### config.mk
export PLATFORM = sky130hd
export DESIGN_NAME = orxid_page_map
export DESIGN_NICKNAME = d
export VERILOG_FILES = /design/src/orxid_pkg.sv /design/src/orxid_page_map.sv
export SDC_FILE = /design/constraint.sdc
export NUM_CORES = 1
export LEC_CHECK = 0
export BUFFER_PORTS_ARGS = -buffer_cell sky130_fd_sc_hd__buf_2
export CORE_MARGIN = 4
export CORE_UTILIZATION = 60
export DETAILED_ROUTE_END_ITERATION = 10
export GPL_TIMING_DRIVEN = 0
export HOLD_SLACK_MARGIN = 0.05
export PLACE_DENSITY = 0.9
export SKIP_CTS_REPAIR_TIMING = 1
export SLEW_MARGIN = 10
export SYNTH_ARGS = -nofsm -noshare
export SYNTH_HDL_FRONTEND = slang
export SYNTH_SLANG_ARGS = --single-unit
### constraint.sdc
create_clock -name clk -period 6.6 [get_ports clk]
set_input_delay 1.32 -clock clk [delete_from_list [all_inputs] [get_ports clk]]
set_output_delay 1.32 -clock clk [all_outputs]
set_load 0.1 [all_outputs]
### src/orxid_pkg.sv
package orxid_pkg;
   // Byte offsets in the management address space
   localparam logic [7:0] PAGE_SEL_ADDR      = 8'h7f;
   localparam logic [7:0] UPPER_BASE         = 8'h80;
   localparam logic [7:0] PAGE_SEL_RESET     = 8'h00;
   localparam logic [7:0] PAGE_ID_P0         = 8'h00;
   localparam logic [7:0] PAGE_ID_P1         = 8'h01;
   // Upper page 00h layout
   localparam logic [7:0] P0_POWER_CLASS     = 8'h81;
   localparam logic [7:0] P0_CONNECTOR       = 8'h82;
   localparam logic [7:0] P0_SUPPLY          = 8'h83;
   localparam logic [7:0] P0_MAX_TEMP        = 8'h84;
   localparam logic [7:0] P0_MIN_RATE        = 8'h85;
   localparam logic [7:0] P0_MAX_RATE        = 8'h86;
   localparam logic [7:0] P0_WAVE_HI         = 8'h87;
   localparam logic [7:0] P0_WAVE_LO         = 8'h88;
   localparam logic [7:0] P0_TOL_HI          = 8'h89;
   localparam logic [7:0] P0_TOL_LO          = 8'h8a;
   localparam logic [7:0] P0_SIG_FLAGS       = 8'h8b;
   localparam logic [7:0] P0_MON_FLAGS       = 8'h8c;
   localparam logic [7:0] P0_XMON_FLAGS      = 8'h8d;
   localparam logic [7:0] P0_LANE_CAPS       = 8'h90;
   localparam logic [7:0] P0_TECH            = 8'h93;
   localparam logic [7:0] P0_MAX_POWER       = 8'h94;
   localparam logic [7:0] P0_RATES           = 8'h95;
   localparam logic [7:0] P0_LEN_HI          = 8'h96;
   localparam logic [7:0] P0_LEN_LO          = 8'h97;
   localparam logic [7:0] P0_NAME            = 8'h98;
   localparam logic [7:0] P0_OUI             = 8'ha8;
   localparam logic [7:0] P0_PART            = 8'hab;
   localparam logic [7:0] P0_REV             = 8'hbb;
   localparam logic [7:0] P0_SERIAL          = 8'hbd;
   localparam logic [7:0] P0_DATE            = 8'hcd;
   localparam logic [7:0] P0_LOT             = 8'hd5;
   localparam logic [7:0] P0_CHECKSUM        = 8'hdf;
   localparam logic [7:0] P0_RSVD_BASE       = 8'he0;
   // Upper page 01h layout
   localparam logic [7:0] P1_TEMP_HI         = 8'h80;
   localparam logic [7:0] P1_TEMP_LO         = 8'h82;
   localparam logic [7:0] P1_VCC_HI_MSB      = 8'h90;
   localparam logic [7:0] P1_VCC_HI_LSB      = 8'h91;
   localparam logic [7:0] P1_VCC_LO_MSB      = 8'h92;
   localparam logic [7:0] P1_VCC_LO_LSB      = 8'h93;
   localparam logic [7:0] P1_CSUM_MSB        = 8'hb4;
   localparam logic [7:0] P1_CSUM_LSB        = 8'hb5;
   localparam logic [7:0] P1_RSVD_BASE       = 8'hb6;
   // Field values
   localparam logic [2:0] POWER_CLASS_3      = 3'h3;
   localparam logic [7:0] CONN_AOC           = 8'h32;
   localparam logic [7:0] CONN_PIGTAIL       = 8'h81;
   localparam logic [7:0] SUPPLY_3V3         = 8'h80;
   localparam logic [7:0] MAX_TEMP_VAL       = 8'h46;
   localparam logic [7:0] MAX_RATE_VAL       = 8'h8d;
   localparam logic [7:0] WAVE_HI_VAL        = 8'h42;
   localparam logic [7:0] WAVE_LO_VAL        = 8'h68;
   localparam logic [7:0] TOL_HI_VAL         = 8'h07;
   localparam logic [7:0] TOL_LO_VAL         = 8'hd0;
   localparam logic [7:0] SIG_FLAGS_VAL      = 8'h50;
   localparam logic [7:0] MON_FLAGS_VAL      = 8'h1b;
   localparam logic [7:0] XMON_FLAGS_VAL     = 8'h20;
   localparam logic [7:0] LANE_CAPS_VAL      = 8'ha0;
   localparam logic [3:0] TECH_VCSEL         = 4'h0;
   localparam logic       DETECTOR_PIN       = 1'b0;
   localparam logic [7:0] MAX_POWER_VAL      = 8'h12;
   localparam logic [7:0] RATES_VAL          = 8'h9e;
   localparam logic [7:0] ASCII_SPACE        = 8'h20;
   localparam logic [7:0] RESERVED_FILL      = 8'hff;
   localparam logic [7:0] ZERO_BYTE          = 8'h00;
   localparam int         NAME_LEN           = 16;
   localparam int         PART_LEN           = 16;
   localparam int         REV_LEN            = 2;
   localparam int         SERIAL_LEN         = 16;
   localparam int         DATE_LEN           = 8;
   localparam int         LOT_LEN            = 10;
   localparam int         P0_SUM_LEN         = 95;
   localparam int         P1_SUM_LEN         = 52;
   localparam logic [7:0] P1_TEMP_HI_VAL     = 8'h46;
   localparam logic [7:0] P1_TEMP_LO_VAL     = 8'h00;
   localparam logic [15:0] P1_VCC_HI_VAL     = 16'h875a;
   localparam logic [15:0] P1_VCC_LO_VAL     = 16'h7a76;
   // Alarm flag bit positions in the flag/mask words
   localparam int         ALM_TEMP_HI        = 3;
   localparam int         ALM_TEMP_LO        = 2;
   localparam int         ALM_VCC_HI         = 1;
   localparam int         ALM_VCC_LO         = 0;

   typedef struct packed {
      logic       wrEn;
      logic       rdEn;
      logic [7:0] addr;
      logic [7:0] wrData;
   } orxid_req_t;

   typedef struct packed {
      logic [7:0] caseTemp;
      logic [15:0] supplyVolt;
   } orxid_mon_t;

   typedef enum logic [1:0] {
      ORXID_IDLE = 2'b01,
      ORXID_RESP = 2'b10
   } orxid_state_t;
endpackage

### src/orxid_page_map.sv
`timescale 1ns/1ps
// Summary of operation
// - Page select byte sits at lower address 127 and resets to zero.
// - Upper page 00h bytes are read-only; writes leave them unchanged.
// - Byte 129 bits 7..5 report power class, this device reports 011b.
// - Byte 130 holds connector code, 32h optical cable or 81h pigtail.
// - Byte 132 reads 46h case temperature; byte 131 bit 7 reads 1.
// - Byte 134 reads 8Dh max lane rate; byte 133 minimum rate.
// - Bytes 135..136 hold wavelength times twenty, 42h then 68h.
// - Bytes 137..138 hold tolerance times two hundred, 07h then D0h.
// - Bytes 139..144 hold feature flags, one means supported.
// - Byte 148 reads 12h max power; byte 147 VCSEL and PIN detector.
// - Byte 149 flags supported data rates per fixed bit pattern.
// - Bytes 150..151 hold cable length in half-metre steps.
// - Vendor text fields are ASCII, left-aligned, space padded.
// - Bytes 168..170 hold three-byte vendor company identifier.
// - Date code is ASCII digits year, month, day.
// - Byte 223 is low eight bits of sum of bytes 128..222.
// - Page 00h bytes 224..255 read back FFh.
// - Page 01h holds read-only thresholds; crossings raise module alarms.
// - Page 01h temp thresholds at 128 and 130, supply at 144..147.
// - Unmasked module alarm drives the active-low interrupt output.
// - Mask bit set keeps its latched flag off the interrupt; masks are an input, not reset.
// - Page 01h bytes 180..181 hold low sixteen bits of sum 128..179.
module orxid_page_map
   import orxid_pkg::*;
#(
   parameter logic [23:0]   VENDOR_COMPANY_ID    = 24'h123456,          // Arbitrary value
   parameter logic [15:0]   CABLE_LEN     = 16'h0002,
   parameter logic [7:0]    CONNECTOR     = CONN_AOC,
   parameter logic [7:0]    MIN_RATE      = 8'h19,
   parameter logic [8*16-1:0] VENDOR_NAME = "ACME OPTICS     ",  // Arbitrary value
   parameter logic [8*16-1:0] PART_NUM    = "RX12-GENERIC    ",  // Arbitrary value
   parameter logic [8*2-1:0]  REVISION    = "01",
   parameter logic [8*16-1:0] SERIAL_NUM  = "SN0000000001    ",
   parameter logic [8*8-1:0]  DATE_CODE   = "20240101",
   parameter logic [8*10-1:0] LOT_CODE    = "LOT0001   "
)(
   input  wire logic       clk,              // 40 MHz clock
   input  wire logic       srst,             // Synchronous reset, active high
   input  wire orxid_req_t req,              // Byte access request
   input  wire orxid_mon_t mon,              // Live monitor values
   input  wire logic [3:0] alarmMask,        // Mask bits, 1 blocks flag from interrupt
   input  wire logic [3:0] alarmClear,       // Clear pulses for latched flags
   output logic [7:0]      rdData,           // Read data, registered
   output logic            rdValid,          // Read data valid pulse
   output logic [7:0]      pageSel,          // Current page select value
   output logic [3:0]      alarmFlags,       // Latched module alarm flags
   output logic            alarm_interrupt_low // Interrupt to host, active low
);

   function automatic logic [7:0] textByte(input logic [8*16-1:0] s, input int len, input int idx);
      logic [7:0] b;
      b = s[8*(len-1-idx) +: 8];
      // Space padding replaces any NUL left by short strings
      textByte = (b == ZERO_BYTE) ? ASCII_SPACE : b;
   endfunction

   function automatic logic inRange(input logic [7:0] a, input logic [7:0] base, input int len);
      inRange = (a >= base) && ({1'b0, a} < ({1'b0, base} + 9'(len)));
   endfunction

   function automatic logic [7:0] page0Raw(input logic [7:0] a);
      int i;
      i = int'(a);
      page0Raw = ZERO_BYTE;
      if (inRange(a, P0_NAME, NAME_LEN))
         page0Raw = textByte(VENDOR_NAME, NAME_LEN, i - int'(P0_NAME));
      else if (inRange(a, P0_OUI, 3))
         page0Raw = VENDOR_COMPANY_ID[8*(2-(i-int'(P0_OUI))) +: 8];
      else if (inRange(a, P0_PART, PART_LEN))
         page0Raw = textByte(PART_NUM, PART_LEN, i - int'(P0_PART));
      else if (inRange(a, P0_REV, REV_LEN))
         page0Raw = textByte({112'h0, REVISION}, REV_LEN, i - int'(P0_REV));
      else if (inRange(a, P0_SERIAL, SERIAL_LEN))
         page0Raw = textByte(SERIAL_NUM, SERIAL_LEN, i - int'(P0_SERIAL));
      else if (inRange(a, P0_DATE, DATE_LEN))
         page0Raw = textByte({64'h0, DATE_CODE}, DATE_LEN, i - int'(P0_DATE));
      else if (inRange(a, P0_LOT, LOT_LEN))
         page0Raw = textByte({48'h0, LOT_CODE}, LOT_LEN, i - int'(P0_LOT));
      else begin
         case (a)
            P0_POWER_CLASS: page0Raw = {POWER_CLASS_3, 5'h00};
            P0_CONNECTOR:   page0Raw = CONNECTOR;
            P0_SUPPLY:      page0Raw = SUPPLY_3V3;
            P0_MAX_TEMP:    page0Raw = MAX_TEMP_VAL;
            P0_MIN_RATE:    page0Raw = MIN_RATE;
            P0_MAX_RATE:    page0Raw = MAX_RATE_VAL;
            P0_WAVE_HI:     page0Raw = WAVE_HI_VAL;
            P0_WAVE_LO:     page0Raw = WAVE_LO_VAL;
            P0_TOL_HI:      page0Raw = TOL_HI_VAL;
            P0_TOL_LO:      page0Raw = TOL_LO_VAL;
            P0_SIG_FLAGS:   page0Raw = SIG_FLAGS_VAL;
            P0_MON_FLAGS:   page0Raw = MON_FLAGS_VAL;
            P0_XMON_FLAGS:  page0Raw = XMON_FLAGS_VAL;
            P0_LANE_CAPS:   page0Raw = LANE_CAPS_VAL;
            P0_TECH:        page0Raw = {TECH_VCSEL, 2'b00, DETECTOR_PIN, 1'b0};
            P0_MAX_POWER:   page0Raw = MAX_POWER_VAL;
            P0_RATES:       page0Raw = RATES_VAL;
            P0_LEN_HI:      page0Raw = CABLE_LEN[15:8];
            P0_LEN_LO:      page0Raw = CABLE_LEN[7:0];
            default:        page0Raw = ZERO_BYTE;
         endcase
      end
   endfunction

   function automatic logic [7:0] page1Raw(input logic [7:0] a);
      case (a)
         P1_TEMP_HI:    page1Raw = P1_TEMP_HI_VAL;
         P1_TEMP_LO:    page1Raw = P1_TEMP_LO_VAL;
         P1_VCC_HI_MSB: page1Raw = P1_VCC_HI_VAL[15:8];
         P1_VCC_HI_LSB: page1Raw = P1_VCC_HI_VAL[7:0];
         P1_VCC_LO_MSB: page1Raw = P1_VCC_LO_VAL[15:8];
         P1_VCC_LO_LSB: page1Raw = P1_VCC_LO_VAL[7:0];
         default:       page1Raw = ZERO_BYTE;
      endcase
   endfunction

   function automatic logic [7:0] page0Sum();
      logic [7:0] s;
      s = ZERO_BYTE;
      for (int k = 0; k < P0_SUM_LEN; k++)
         s = s + page0Raw(8'(int'(UPPER_BASE) + k));
      page0Sum = s;
   endfunction

   function automatic logic [15:0] page1Sum();
      logic [15:0] s;
      s = 16'h0000;
      for (int k = 0; k < P1_SUM_LEN; k++)
         s = s + {8'h00, page1Raw(8'(int'(UPPER_BASE) + k))};
      page1Sum = s;
   endfunction

   localparam logic [7:0]  P0_CSUM_VAL = page0Sum();
   localparam logic [15:0] P1_CSUM_VAL = page1Sum();

   orxid_state_t state_q, state_d;
   logic [7:0]   pageSel_q, pageSel_d;
   logic [7:0]   rdData_q, rdData_d;
   logic [3:0]   flags_q, flags_d;
   logic         irqN_q, irqN_d;
   logic [7:0]   upperByte;
   logic [3:0]   crossing;

   // Upper page decode by current page select
   always_comb begin
      upperByte = ZERO_BYTE;
      if (pageSel_q == PAGE_ID_P0) begin
         if (req.addr == P0_CHECKSUM)
            upperByte = P0_CSUM_VAL;
         else if (req.addr >= P0_RSVD_BASE)
            upperByte = RESERVED_FILL;
         else
            upperByte = page0Raw(req.addr);
      end else if (pageSel_q == PAGE_ID_P1) begin
         if (req.addr == P1_CSUM_MSB)
            upperByte = P1_CSUM_VAL[15:8];
         else if (req.addr == P1_CSUM_LSB)
            upperByte = P1_CSUM_VAL[7:0];
         else if (req.addr >= P1_RSVD_BASE)
            upperByte = RESERVED_FILL;
         else
            upperByte = page1Raw(req.addr);
      end
   end

   // Threshold comparison against live monitors
   always_comb begin
      crossing              = 4'h0;
      crossing[ALM_TEMP_HI] = mon.caseTemp > P1_TEMP_HI_VAL;
      crossing[ALM_TEMP_LO] = mon.caseTemp < P1_TEMP_LO_VAL;
      crossing[ALM_VCC_HI]  = mon.supplyVolt > P1_VCC_HI_VAL;
      crossing[ALM_VCC_LO]  = mon.supplyVolt < P1_VCC_LO_VAL;
   end

   always_comb begin
      state_d   = state_q;
      pageSel_d = pageSel_q;
      rdData_d  = rdData_q;
      case (state_q)
         ORXID_IDLE: begin
            if (req.rdEn) begin
               state_d  = ORXID_RESP;
               rdData_d = (req.addr == PAGE_SEL_ADDR) ? pageSel_q :
                          (req.addr >= UPPER_BASE)    ? upperByte : ZERO_BYTE;
            end else if (req.wrEn && req.addr == PAGE_SEL_ADDR) begin
               pageSel_d = req.wrData;
            end
            // Writes to upper pages are dropped
         end
         ORXID_RESP: begin
            state_d = ORXID_IDLE;
         end
         default: state_d = ORXID_IDLE;
      endcase
      // Set wins over clear for the same flag
      flags_d = (flags_q & ~alarmClear) | crossing;
      irqN_d  = ~|(flags_q & ~alarmMask);
   end

   always_ff @(posedge clk) begin
      if (srst) begin
         state_q   <= ORXID_IDLE;
         pageSel_q <= PAGE_SEL_RESET;
         rdData_q  <= ZERO_BYTE;
         flags_q   <= 4'h0;
         irqN_q    <= 1'b1;
      end else begin
         state_q   <= state_d;
         pageSel_q <= pageSel_d;
         rdData_q  <= rdData_d;
         flags_q   <= flags_d;
         irqN_q    <= irqN_d;
      end
   end

   assign rdData              = rdData_q;
   assign rdValid             = (state_q == ORXID_RESP);
   assign pageSel             = pageSel_q;
   assign alarmFlags          = flags_q;
   assign alarm_interrupt_low = irqN_q;

endmodule

==> results.sh <==
export IMPL_gp_congestion=1.07
export IMPL_drt_iter0_markers=529
export IMPL_crit_required_ns=6.81
export IMPL_cpMostUsedCell="clkbuf_1"
export IMPL_setup_slack_ns=1.02
export IMPL_synth_common_cells="50 x nor2_1, 43 x o21ai_0, 42 x a21oi_1"
export IMPL_core_sq_um=5110
export IMPL_ys_types=71
export IMPL_tightest_slew_ns=0.842
export IMPL_grt_overflow=0
export IMPL_crit_chain="buf_2 -> buf_6 -> inv_1 -> clkbuf_1 -> ha_1 -> clkbuf_1 -> clkbuf_1 -> xor2_1 -> ha_1 -> nand2b_1 -> mux2i_1 -> a21bo_2 -> a221oi_4 -> o221ai_2 -> o21bai_1 -> a221oi_2 -> o311a_1"
export IMPL_power_total_uw=502
export IMPL_post_route_cell_area_sq_um=3660
export IMPL_ff_latch_area_sq_um=460
export IMPL_hold_path_class="reg2reg"
export IMPL_r2r_end="rdData[0]$_SDFFE_PP0P_"
export IMPL_critPathSlowestCell="clkbuf_1"
export IMPL_ys_warnings_count=0
export IMPL_fill_cells=447
export IMPL_die_h_microns=80.7
export IMPL_cts_tree="built"
export IMPL_synth_top_area_cell="dfxtp_1"
export IMPL_grt_pass1_wl_microns=19200
export IMPL_cts_sinks=23
export IMPL_cts_buffers=3
export IMPL_timing_setup_tns_ns=0
export IMPL_max_slew_margin_pct=43.4
export IMPL_clock_path_buffers=2
export IMPL_worstPathMaxFanout=11
export IMPL_fin_crit_ns=5.58
export IMPL_antenna_found_initial=0
export IMPL_die_area_sq_um=6500
export IMPL_syn_area_sq_um=3170
export IMPL_p_leak_nw=1.54
export IMPL_hold_viol=0
export IMPL_portBuffers=71
export IMPL_wl_met3_microns=1160
export IMPL_finalCritPeriodShare_pct=84.6
export IMPL_multiInputGateArea_sq_um=2470
export IMPL_cpPeakStageDelay_ns=0.49
export IMPL_io_pins=74
export IMPL_h_tree_depth=1
export IMPL_post_dp_cell_area_sq_um=3610
export IMPL_ys_seq_elements=23
export IMPL_grt_max_degree=15
export IMPL_clockRootBuffer="clkbuf_8"
export IMPL_ir_worst_vdd_v=0.000110
export IMPL_place_hpwl_microns=9410
export IMPL_cts_reportedPaths_clkPinSlew_ns=0.09
export IMPL_synth_most_common_cell="nor2_1"
export IMPL_synth_edf_count=0
export IMPL_worst_setup_path_start_kind="primary input"
export IMPL_fmax_mhz=179
export IMPL_maxSlewViolCount=0
export IMPL_power_per_cell_area_nw_per_um2=137
export IMPL_drcViolationCount=0
export IMPL_rsz0062_at_grt="no"
export IMPL_reg2reg_depth=8
export IMPL_synth_area_leaders="dfxtp_1 15%, o21ai_0 6.8%, a21oi_1 6.6%, nor2_1 5.9%, ha_1 4.7%"
export IMPL_wl_per_cell_microns=19.7
export IMPL_cp_endpoint="rdData[2]$_SDFFE_PP0P_"
export IMPL_fin_cells=612
export IMPL_synthFlopType="dfxtp_1"
export IMPL_nets=607
export IMPL_setup_viol=0
export IMPL_die_w_microns=80.7
export IMPL_grt_total_usage_pct=37.9
export IMPL_areaGrowthSynthToFinish_pct=15.5
export IMPL_start_util_pct=62.0
export IMPL_cp_startpoint="req[8]"
export IMPL_viasPerCell=6.70
export IMPL_endpoint_kind="flip-flop"
export IMPL_vias=4099
export IMPL_path_buf_inv=6
export IMPL_maxUsedRoutingLayer="met4"
export IMPL_drive_above_1_share_pct=20.8
export IMPL_synth_top_area_share_pct=14.5
export IMPL_first_pass_iters=6
export IMPL_wl_met1_microns=4530
export IMPL_finalCoreUtilization_pct=71.6
export IMPL_critical_path_top_delay_family="buffers and inverters"
export IMPL_clk_latency_ns=0.28
export IMPL_fin_hold_ws_ns=0.491
export IMPL_outcome="complete, no violations"
export IMPL_rows=26
export IMPL_drt_total_wl_microns=12000
export IMPL_avgSynthCellArea_sq_um=6.78
export IMPL_dp_cells=608
export IMPL_met2WireLength_microns=5580
export IMPL_cp_arrival_ns=5.79
export IMPL_yosysSeqAreaShare_pct=14.5
export IMPL_syn_inst=467
export IMPL_r2r_start="pageSel[4]$_SDFFE_PP0P_"
export IMPL_grt_pass1_vias=3937
export IMPL_r2r_slack_ns=3.84
export IMPL_cp_depth=17
export IMPL_skew_ns=0.0113
export IMPL_cap_violations=0
export IMPL_criticalPathCategory="in2reg"
export IMPL_synth_async_reset_ratio_pct=0
export IMPL_syn_nets=531
export IMPL_diodes=0
export IMPL_antenna_left=0
export IMPL_dp_worst_setup_slack_ns=0.951
-- area by class of cell --
class,instances,area share [%]
tap,70,2.39
inverter,20,2.05
sequential,23,12.6
timing repair buffer,71,9.71
buffer,31,4.34
clock buffer,3,1.13
multi-input combinational,393,67.6
clock inverter,1,0.205
-- where the power goes --
part	leakage [nW]	internal [mW]	switching, mW
Combinational	1.33	0.0812	0.180
Sequential	0.188	0.146	0.00347
Clock	0.0217	0.0428	0.0488
-- routing by layer --
layer	vias up	GRT usage, %
met4	0	24.8
met5	-	0
met1	1871	43.1
met2	292	64.0
met3	60	7.06
li1	1876	-
-- worst min path at each step --
stage / startpoint / to / depth (start not counted)
floorplan: state_q[1]$_SDFFE_PP0P_ / state_q[1]$_SDFFE_PP0P_ / 3
finish: alarmFlags[2]$_SDFF_PP0_ / alarmFlags[2]$_SDFF_PP0_ / 2
detailed placement: alarmFlags[2]$_SDFF_PP0_ / alarmFlags[2]$_SDFF_PP0_ / 2
global route: alarmFlags[2]$_SDFF_PP0_ / alarmFlags[2]$_SDFF_PP0_ / 2
global placement: alarmFlags[2]$_SDFF_PP0_ / alarmFlags[2]$_SDFF_PP0_ / 2
CTS: alarmFlags[2]$_SDFF_PP0_ / alarmFlags[2]$_SDFF_PP0_ / 2
-- state kept, by name (all words and copies together), names as in the netlist --
register,flops
alarm_interrupt_low,1
alarmFlags,4
state_q,2
rdData,8
pageSel,8
-- layout by cell type (no fill, tap or decap), drive strengths merged, types with 3 or more instances in the layout --
cell / n
o21ai: 43
nand2b: 5
mux2i: 11
ha: 12
o211ai: 3
a31oi: 9
inv: 19
nand3b: 4
buf: 90
xnor2: 12
nand3: 25
and3: 6
a211oi: 8
nor4: 5
o22ai: 7
nand2: 39
clkbuf: 15
xor2: 4
o21bai: 3
a21o: 4
o31ai: 6
or4: 4
o21a: 3
and2: 4
a2111oi: 4
nor2b: 9
a221oi: 5
a21oi: 44
or3: 8
nor3: 16
nand4: 4
dfxtp: 23
or2: 6
nor2: 50
-- cell families after synthesis --
logic type      after synthesis  share of synthesized area [%]
simple gates                189                           29.7
compound gates              162                           33.7
buf+inv                      51                           7.39
flops                        23                           14.5
xor+xnor                     18                           6.08
mux                          12                           3.83
fa+ha+maj                    12                           4.74
-- worst min-delay path: stages, from the launching register on --
cell and delay, ns:
dfxtp_1 0.32, inv_1 0.08, nor3_1 0.06
(Power assumes the default switching activity.)
